`src/pab_cfg.svh`:
```
//==================================================================
// Purpose: constants of the pipelined converter digital back end
// Assumes: one clock, clk_in at 250 MHz, two clock cycles per sample
// Notes:   the package holds the types, this header the numbers
//==================================================================
// Overview of operation
// - Two non-overlapping phases, sample then hold, come from the master clock.
// - A sample is taken as the sample phase ends, and the hold phase completes it.
// - Eight identical stages and a ninth final stage each give a two-bit word.
// - Each stage runs on the inverse phase of the stage before it.
// - Each identical stage word carries one redundant bit for correction.
// - A delay line stepping every clk_in cycle aligns all nine words into 18 bits.
// - Correction merges the aligned 18 bits into one 10-bit result.
// - A result reaches the bus on the seventh sample cycle after its sample.
// - After the latency one new result follows per sample cycle.
// - Results pass two cascaded latch stages on the sample clock.
// - The result is offset binary or two's complement per format select.
// - Format select low gives offset binary, high gives two's complement.
// - Two's complement is offset binary with the top bit inverted.
// - Output enable low drives the data pins, high releases them.
`ifndef PAB_CFG_SVH
`define PAB_CFG_SVH

`define PAB_CLK_PERIOD_NS 4
`define PAB_STAGES 9
`define PAB_WORD_BITS 2
`define PAB_RES_BITS 10
`define PAB_SUM_BITS 11
`define PAB_CODE_MAX 11'h03FF
`define PAB_LATENCY_SAMPLES 7
`define PAB_SETTLE_CYCLES 20
`define PAB_SETTLE_BITS 5
`define PAB_ALIGN_TAP 10
`define PAB_FIFO_DEPTH 32
`define PAB_MSB 9

`endif

```
`src/pab_pkg.sv`:
```
//==================================================================
// Purpose: shared types of the converter back end
// Assumes: pab_cfg.svh gives the sizes
// Notes:   none
//==================================================================
`include "pab_cfg.svh"

package pab_pkg;

  // Nine raw two-bit stage words
  typedef logic [`PAB_STAGES-1:0][`PAB_WORD_BITS-1:0] pab_stage_vec_t;

  // One corrected result with its qualifier
  typedef struct packed {
    logic valid;
    logic [`PAB_RES_BITS-1:0] code;
  } pab_result_s;

  // Two-phase sampling clock state
  typedef enum logic [1:0] {
    PAB_PH_SAMPLE = 2'b01,
    PAB_PH_HOLD = 2'b10
  } pab_phase_e;

endpackage : pab_pkg

```
`src/pab_fifo.sv`:
```
//==================================================================
// Purpose: result buffer between correction and the output latches
// Assumes: one clock, synchronous active-high reset
// Notes:   writes while full are refused through in_ready_out
//==================================================================
`timescale 1ns/10ps

module pab_fifo #(
  parameter int WIDTH = 10,
  parameter int DEPTH = 32
) (
  // Clock and reset
  input wire logic clk_in,
  input wire logic srst_in,
  // Filling side
  input wire logic in_valid_in,
  output logic in_ready_out,
  input wire logic [WIDTH-1:0] in_data_in,
  // Draining side
  output logic out_valid_out,
  input wire logic out_ready_in,
  output logic [WIDTH-1:0] out_data_out
);

  localparam int AW = $clog2(DEPTH);

  initial begin
    if (DEPTH < 2 || (1 << AW) != DEPTH || WIDTH < 1) begin
      $error("pab_fifo: DEPTH must be a power of two, at least 2");
    end
  end

  logic [WIDTH-1:0] mem [0:DEPTH-1];
  logic [AW-1:0] wr_ptr;
  logic [AW-1:0] rd_ptr;
  logic [AW:0] count;
  wire logic do_wr;
  wire logic do_rd;

  // Handshake decode
  assign in_ready_out = (count != (AW+1)'(DEPTH));
  assign out_valid_out = (count != '0);
  assign out_data_out = mem[rd_ptr];
  assign do_wr = in_valid_in && in_ready_out;
  assign do_rd = out_valid_out && out_ready_in;

  // Storage
  always_ff @(posedge clk_in) begin
    if (do_wr) begin
      mem[wr_ptr] <= in_data_in;
    end
  end

  // Pointers and occupancy
  always_ff @(posedge clk_in) begin
    if (srst_in) begin
      wr_ptr <= '0;
      rd_ptr <= '0;
      count <= '0;
    end else begin
      wr_ptr <= wr_ptr + AW'(do_wr);
      rd_ptr <= rd_ptr + AW'(do_rd);
      count <= count + (AW+1)'(do_wr) - (AW+1)'(do_rd);
    end
  end

endmodule : pab_fifo

```
`src/pab_err_corr.sv`:
```
//==================================================================
// Purpose: merges aligned stage words into a corrected result
// Assumes: input vector is already time aligned
// Notes:   registered, one cycle through
//==================================================================
`timescale 1ns/10ps
`include "pab_cfg.svh"

module pab_err_corr (
  // Clock and reset
  input wire logic clk_in,
  input wire logic srst_in,
  // Aligned raw words and strobe
  input wire pab_pkg::pab_stage_vec_t raw_in,
  input wire logic raw_valid_in,
  // Corrected result
  output pab_pkg::pab_result_s result_out
);
  import pab_pkg::*;

  // Overlapping weighted sum, saturated at full scale
  function automatic logic [`PAB_RES_BITS-1:0] pab_correct(input pab_stage_vec_t v);
    logic [`PAB_SUM_BITS-1:0] sum;
    sum = '0;
    for (int k = 0; k < `PAB_STAGES; k++) begin
      sum = sum + (`PAB_SUM_BITS'(v[k]) << (`PAB_STAGES - 1 - k));
    end
    if (sum > `PAB_CODE_MAX) begin
      sum = `PAB_CODE_MAX;
    end
    return sum[`PAB_RES_BITS-1:0];
  endfunction : pab_correct

  wire logic [`PAB_RES_BITS-1:0] next_code;

  assign next_code = pab_correct(raw_in);

  // Result register
  always_ff @(posedge clk_in) begin
    if (srst_in) begin
      result_out <= '0;
    end else begin
      result_out.valid <= raw_valid_in;
      result_out.code <= next_code;
    end
  end

endmodule : pab_err_corr

```
`src/pab_backend.sv`:
```
//==================================================================
// Purpose: digital back end of a nine-stage pipelined converter
// Assumes: stage words arrive synchronous to clk_in in their phase
// Notes:   one sample per two clk_in cycles; result on the seventh
//          sample cycle while the capture side keeps up
//==================================================================
`timescale 1ns/10ps
`include "pab_cfg.svh"

module pab_backend #(
  parameter int FIFO_DEPTH = `PAB_FIFO_DEPTH,
  parameter int SETTLE_CYCLES = `PAB_SETTLE_CYCLES
) (
  // Clock and reset
  input wire logic clk_in,
  input wire logic srst_in,
  // Raw stage decisions
  input wire pab_pkg::pab_stage_vec_t stage_words_in,
  // Pin controls
  input wire logic format_select_in,
  input wire logic output_enable_n_in,
  input wire logic capture_ready_in,
  // Internal sampling clock
  output logic phase_sample_out,
  output logic phase_hold_out,
  output logic [`PAB_STAGES-1:0] stage_phase_out,
  output logic sample_strobe_out,
  // Output data bus
  output logic [`PAB_RES_BITS-1:0] data_out,
  output logic data_oe_out,
  output logic data_valid_out,
  // Status
  output logic fifo_ready_out,
  output logic overrun_out
);
  import pab_pkg::*;

  initial begin
    if (FIFO_DEPTH < 2 || SETTLE_CYCLES < 1 || SETTLE_CYCLES >= (1 << `PAB_SETTLE_BITS)) begin
      $error("pab_backend: FIFO_DEPTH or SETTLE_CYCLES out of range");
    end
  end

  //================================================================
  // Two-phase sampling clock
  //================================================================
  pab_phase_e phase;
  pab_phase_e next_phase;
  wire logic sample_edge;
  wire logic in_hold;

  // Sample phase always hands over to hold and back
  assign in_hold = (phase == PAB_PH_HOLD);
  assign next_phase = in_hold ? PAB_PH_SAMPLE : PAB_PH_HOLD;
  assign sample_edge = !in_hold;

  // Phase state
  always_ff @(posedge clk_in) begin
    if (srst_in) begin
      phase <= PAB_PH_SAMPLE;
    end else begin
      unique case (phase)
        PAB_PH_SAMPLE: begin
          phase <= next_phase;
        end
        PAB_PH_HOLD: begin
          phase <= next_phase;
        end
        default: begin
          phase <= PAB_PH_SAMPLE;
        end
      endcase
    end
  end

  // Phase pins, never high together
  always_ff @(posedge clk_in) begin
    if (srst_in) begin
      phase_sample_out <= 1'b0;
      phase_hold_out <= 1'b0;
    end else begin
      phase_sample_out <= (next_phase == PAB_PH_SAMPLE);
      phase_hold_out <= (next_phase == PAB_PH_HOLD);
    end
  end

  // Sample taken as the sample phase closes
  always_ff @(posedge clk_in) begin
    if (srst_in) begin
      sample_strobe_out <= 1'b0;
    end else begin
      sample_strobe_out <= sample_edge;
    end
  end

  //================================================================
  // Stage clocks
  //================================================================
  wire logic [`PAB_STAGES-1:0] stage_capture;

  // Even stages resolve in hold, odd stages in sample, each inverted
  genvar gs;
  generate
    for (gs = 0; gs < `PAB_STAGES; gs++) begin : g_stage_clk
      assign stage_capture[gs] = in_hold ^ (gs % 2 == 1);
    end
  endgenerate

  // Stage phase pins, one bit per stage
  always_ff @(posedge clk_in) begin
    if (srst_in) begin
      stage_phase_out <= '0;
    end else begin
      stage_phase_out <= ~stage_capture;
    end
  end

  //================================================================
  // Delay line
  //================================================================
  pab_stage_vec_t aligned;

  // Stage k is caught in its phase, then waits the stages behind it
  genvar gk;
  generate
    for (gk = 0; gk < `PAB_STAGES; gk++) begin : g_delay
      localparam int LEN = `PAB_STAGES - gk;
      logic [`PAB_WORD_BITS-1:0] line [0:LEN-1];
      always_ff @(posedge clk_in) begin
        if (srst_in) begin
          for (int j = 0; j < LEN; j++) begin
            line[j] <= '0;
          end
        end else begin
          if (stage_capture[gk]) begin
            line[0] <= stage_words_in[gk];
          end
          for (int j = 1; j < LEN; j++) begin
            line[j] <= line[j-1];
          end
        end
      end
      assign aligned[gk] = line[LEN-1];
    end
  endgenerate

  //================================================================
  // Sample tracking through the alignment
  //================================================================
  logic [`PAB_ALIGN_TAP-1:0] sample_track;
  wire logic align_valid;

  // A marker travels with each sample until its words line up
  always_ff @(posedge clk_in) begin
    if (srst_in) begin
      sample_track <= '0;
    end else begin
      sample_track <= {sample_track[`PAB_ALIGN_TAP-2:0], sample_edge};
    end
  end

  assign align_valid = sample_track[`PAB_ALIGN_TAP-1];

  //================================================================
  // Error correction
  //================================================================
  pab_result_s corrected;

  pab_err_corr u_corr (
    .clk_in(clk_in),
    .srst_in(srst_in),
    .raw_in(aligned),
    .raw_valid_in(align_valid),
    .result_out(corrected)
  );

  //================================================================
  // Result buffer
  //================================================================
  wire logic fifo_in_ready;
  wire logic fifo_out_valid;
  wire logic [`PAB_RES_BITS-1:0] fifo_out_data;
  wire logic latch_step;
  wire logic fifo_pop;

  // Latches move on sample edges while the capture side takes data
  assign latch_step = sample_edge && capture_ready_in;
  assign fifo_pop = latch_step && fifo_out_valid;

  pab_fifo #(
    .WIDTH(`PAB_RES_BITS),
    .DEPTH(FIFO_DEPTH)
  ) u_fifo (
    .clk_in(clk_in),
    .srst_in(srst_in),
    .in_valid_in(corrected.valid),
    .in_ready_out(fifo_in_ready),
    .in_data_in(corrected.code),
    .out_valid_out(fifo_out_valid),
    .out_ready_in(fifo_pop),
    .out_data_out(fifo_out_data)
  );

  // Buffer status, overrun sticky until reset
  always_ff @(posedge clk_in) begin
    if (srst_in) begin
      fifo_ready_out <= 1'b0;
      overrun_out <= 1'b0;
    end else begin
      fifo_ready_out <= fifo_in_ready;
      overrun_out <= overrun_out || (corrected.valid && !fifo_in_ready);
    end
  end

  //================================================================
  // Power-up settling count
  //================================================================
  logic [`PAB_SETTLE_BITS-1:0] settle_count;
  wire logic settled;

  assign settled = (settle_count == `PAB_SETTLE_BITS'(SETTLE_CYCLES));

  // Counts sample cycles since reset, stops at the limit
  always_ff @(posedge clk_in) begin
    if (srst_in) begin
      settle_count <= '0;
    end else if (sample_edge && !settled) begin
      settle_count <= settle_count + 1'b1;
    end
  end

  //================================================================
  // Double-buffered output latches
  //================================================================
  pab_result_s latch_one;
  wire logic [`PAB_RES_BITS-1:0] next_data;

  // Format applied on the way out: top bit flipped for two's complement
  assign next_data = {latch_one.code[`PAB_MSB] ^ format_select_in,
                      latch_one.code[`PAB_MSB-1:0]};

  // First latch stage, filled from the buffer
  always_ff @(posedge clk_in) begin
    if (srst_in) begin
      latch_one <= '0;
    end else if (latch_step) begin
      latch_one.valid <= fifo_out_valid;
      latch_one.code <= fifo_out_data;
    end
  end

  // Second latch stage drives the bus
  always_ff @(posedge clk_in) begin
    if (srst_in) begin
      data_out <= '0;
      data_valid_out <= 1'b0;
    end else if (latch_step) begin
      data_out <= next_data;
      data_valid_out <= latch_one.valid && settled;
    end
  end

  // Output enable, driven while the enable pin is low
  always_ff @(posedge clk_in) begin
    if (srst_in) begin
      data_oe_out <= 1'b0;
    end else begin
      data_oe_out <= !output_enable_n_in;
    end
  end

endmodule : pab_backend

```
`config.mk`:
```
export PLATFORM = sky130hd
export DESIGN_NAME = pab_backend
export DESIGN_NICKNAME = d
export VERILOG_FILES = /design/src/pab_pkg.sv /design/src/pab_fifo.sv /design/src/pab_err_corr.sv /design/src/pab_backend.sv
export VERILOG_INCLUDE_DIRS = /design/src
export SDC_FILE = /design/constraint.sdc
export NUM_CORES = 1
export LEC_CHECK = 0
export ABC_AREA = 1
export BUFFER_PORTS_ARGS = -buffer_cell sky130_fd_sc_hd__buf_2
export CORE_ASPECT_RATIO = 0.75
export CORE_MARGIN = 2
export CORE_UTILIZATION = 45
export DETAILED_ROUTE_END_ITERATION = 6
export PLACE_DENSITY_LB_ADDON = 0.15
export SLEW_MARGIN = 20
export SYNTH_ARGS = -nofsm -noshare
export SYNTH_HDL_FRONTEND = slang
export SYNTH_SLANG_ARGS = --single-unit
```
`constraint.sdc`:
```
create_clock -name clk_in -period 2.6 [get_ports clk_in]
set_input_delay 0.52 -clock clk_in [delete_from_list [all_inputs] [get_ports clk_in]]
set_output_delay 0.52 -clock clk_in [all_outputs]
set_load 0.01 [all_outputs]
```
==> reports/metrics.cfg <==
[routing]
routedWlPerCell_um = 17.30
num_vias = 12170
highest_layer = met4
drc = 0
drtAntennaViolNets = 0
via_per_inst = 4.889
drt_iter0_drc = 1051
wl_met1_um = 21160
met3RoutedLength_um = 2607
totalWireLength_um = 43090
met2_length_um = 18630
dr.pass1.iters = 5

[power]
clock_power_share_pct = 33.7
seqPwrFrac_pct = 46.3
max-vdd-ir-drop_uv = 743.2
p_sw_mw = 5.558
internal_power_mw = 13.26
combPwrFrac_pct = 19.9
power_density_nw_per_um2 = 870.9
p_sw_share_pct = 29.54
p_leak_nw = 8.694

[worst_setup_path]
r2r-start = u_fifo.count[2]
crit_top_cell = inv_1
arrival_ps = 2830
slowest_stage = fa_2
max_stage_delay_ps = 360
endpoint = u_fifo.count[4]
reg2reg_depth = 15
end_kind = register
cp_cell_sequence = inv_1, ha_2, nand3_1, o21ai_2, inv_1, ha_1, inv_1, ha_2, fa_2, nand2_1, inv_1, o21ai_1, nand2_1, o21ai_0, a21oi_1
startpoint = u_fifo.count[2]
path_max_fanout = 2
worstSetupPathType = register to register
cp.depth = 15
reg2reg_setup_slack_ps = 220
rr_endpoint = u_fifo.count[4]
path_delay_family = adder cells
crit_buf_inv = 4
required_ps = 3040
cp-start-kind = register

[floorplan]
dieHeight_um = 181.9
core-area_um2 = 41880
row_count = 65
start_util_pct = 45.35
fp.dieW_um = 241.2
fp.dieArea_um2 = 43890
io_pins = 49

[sta]
slew_violations = 0
rsz0062_at_grt = false
setup_slack_ps = 216.9
min_period_ps = 2383
finalSetupTns_ps = 0
finalSetupViolations = 0
max_slew_margin_pct = 31.14
worst_slew_pin_slew_ps = 1032
fin_crit_sh_pct = 91.66
fmax_ghz = 0.4196
fin_skew_ps = 14.93
hold_violations = 0
hold_ws_ps = 111.3

[yosys]
yosys.area_share.simple_pct = 18.85
ys_types = 26
synth_compound_area_share_pct = 3.201
yosysSeqAreaShare_pct = 69.67
synth_top_family_by_area = simple AND/OR/NAND/NOR gates
synthXorXnorAreaFrac_pct = 0.4150
synth_edf_count = 362
synthFlopType = edfxtp_1
syn_area_um2 = 18990
async_flop_share_pct = 0
synthMuxAreaShare_pct = 0
synthCells = 1781
synth.avg_cell_area_um2 = 10.67
synthAdderAreaFrac_pct = 1.792
synth_warnings = 0
synth_seq_cells = 480

[placement]
dpl_worst_slack_ps = -15.85
io_buffers = 48
placed_area_um2 = 20160
finalWeightedCongestion = 0.8389
hpwl_um = 26320
dp.cells = 2405

[global_routing]
grt_max_degree = 88
antenna_found_initial = 0
grt_pass1_vias = 11360
track_usage_pct = 19.75
grt_pass1_wl_um = 65860
overflow = 0

[finish]
nets = 1933
nFillCells = 3769
multi_input_area_um2 = 4735
seq_area_um2 = 13240
drive_gt1_share_pct = 9.948
layout.cells.most_common_list = nand2_1, edfxtp_1, nand3_1, nor2_1, inv_1
final_common_cell = nand2_1
area_delta_synth_final_pct = 13.73
final_area_um2 = 21600
stdcell_count = 2490

[clock_network]
clock-sinks = 480
cts_tree = built
path_clk_slew_ps = 60
cts_buffer_depth = 3
cts_hold_buf = 0
cts_root_buf = clkbuf_16
postCtsSetupRepairBufs = 0
cts_buffers = 46
cts_max_level = 2
clk_latency_ps = 560

[min_path]
hp-class = primary input to register

[run_status]
status = finished, final reports clean

[run]
drv_cap = 0

[state kept, by name, summed over array words and instances, names as in the netlist, 5 cells and up]
name               flops
g_delay.line          90
settle_count           5
u_fifo.mem           320
u_corr.result_out     11
u_fifo.count           6
latch_one             11
u_fifo.wr_ptr          5
data_out              10
u_fifo.rd_ptr          5
sample_track           9
[stage by stage]
stage,utilization (%),total power [mW]
after global routing,51.57,19.78
after floorplan,-,11.45
final,51.58,18.81
after detailed placement,48.13,12.62
after global placement,48.13,12.56
after CTS,51.54,18.96
[cells in the mapped netlist, types with 3 or more instances]
cell	number	share of area, %
buf_2	32	0.84
a21oi_1	86	2.3
buf_6	9	0.53
nand4_1	3	0.099
nand3_1	198	5.2
edfxtp_1	362	57
inv_1	165	3.3
buf_4	16	0.63
o21ai_0	31	0.82
nor2_1	168	3.3
dfxtp_1	118	12
clkbuf_1	30	0.59
buf_1	7	0.14
ha_1	24	1.6
xor2_1	4	0.18
nand2_1	512	10
xnor2_1	5	0.23
[how the worst min path moves through the flow]
stage,startpoint,end,slack [ps],depth (start not counted)
after CTS,output_enable_n_in,data_oe_out,90,2
after global placement,g_delay[1].line[1][5],g_delay[1].line[1][7],390,2
after detailed placement,sample_track[5],sample_track[6],390,2
final,output_enable_n_in,data_oe_out,110,2
after floorplan,g_delay[1].line[0][2],g_delay[1].line[0][4],390,2
after global routing,output_enable_n_in,data_oe_out,90,2
[worst reg2reg max path, delay by kind of cell, from the launching register on]
family,cells,cell delay (ps)
AO/OA/AOI/OAI,4,470
adder cells (fa/ha/maj),4,1020
AND/OR/NAND/NOR,3,240
buffers and inverters,4,240
flip-flops,1,310
[metal layers]
layer  GRT usage, %  vias to the layer above
met5              0                        -
met4          4.247                        0
met3          3.877                       43
met2          29.01                      277
met1          30.29                     5816
li1               -                     6038
[area by class of cell]
| class | instances | area share [%] |
|---|---|---|
| antenna | 1 | 0.01158 |
| clock buffer | 71 | 6.325 |
| clock inverter | 13 | 0.2954 |
| inverter | 167 | 2.913 |
| multi-input combinational | 1069 | 21.92 |
| sequential | 480 | 61.27 |
| tap | 569 | 3.295 |
| timing repair buffer | 120 | 3.973 |
[what timing repair did]
| item | in CTS | in global routing |
|---|---|---|
| cloned | 0 | 0 |
| gates resized for setup | 1 | 6 |
| endpoints found under the setup margin | 1 | 1 |
[power groups by stage]
| stage | clock network, mW | logic, mW | registers, mW |
|---|---|---|---|
| global route | 6.80 | 4.23 | 8.75 |
| CTS | 6.48 | 3.75 | 8.72 |
| detailed placement | 0 | 3.73 | 8.88 |
| floorplan | 0 | 2.58 | 8.87 |
| finish | 6.35 | 3.75 | 8.72 |
| global placement | 0 | 3.69 | 8.87 |
[logic make-up after synthesis]
| group | count (synthesis) |
|---|---|
| compound gates | 120 |
| other cells | 1 |
| buf+inv | 261 |
| xor+xnor | 9 |
| fa+ha+maj | 26 |
| simple gates | 884 |
| flops | 480 |
No activity file was read; power rests on OpenSTA's default activity.
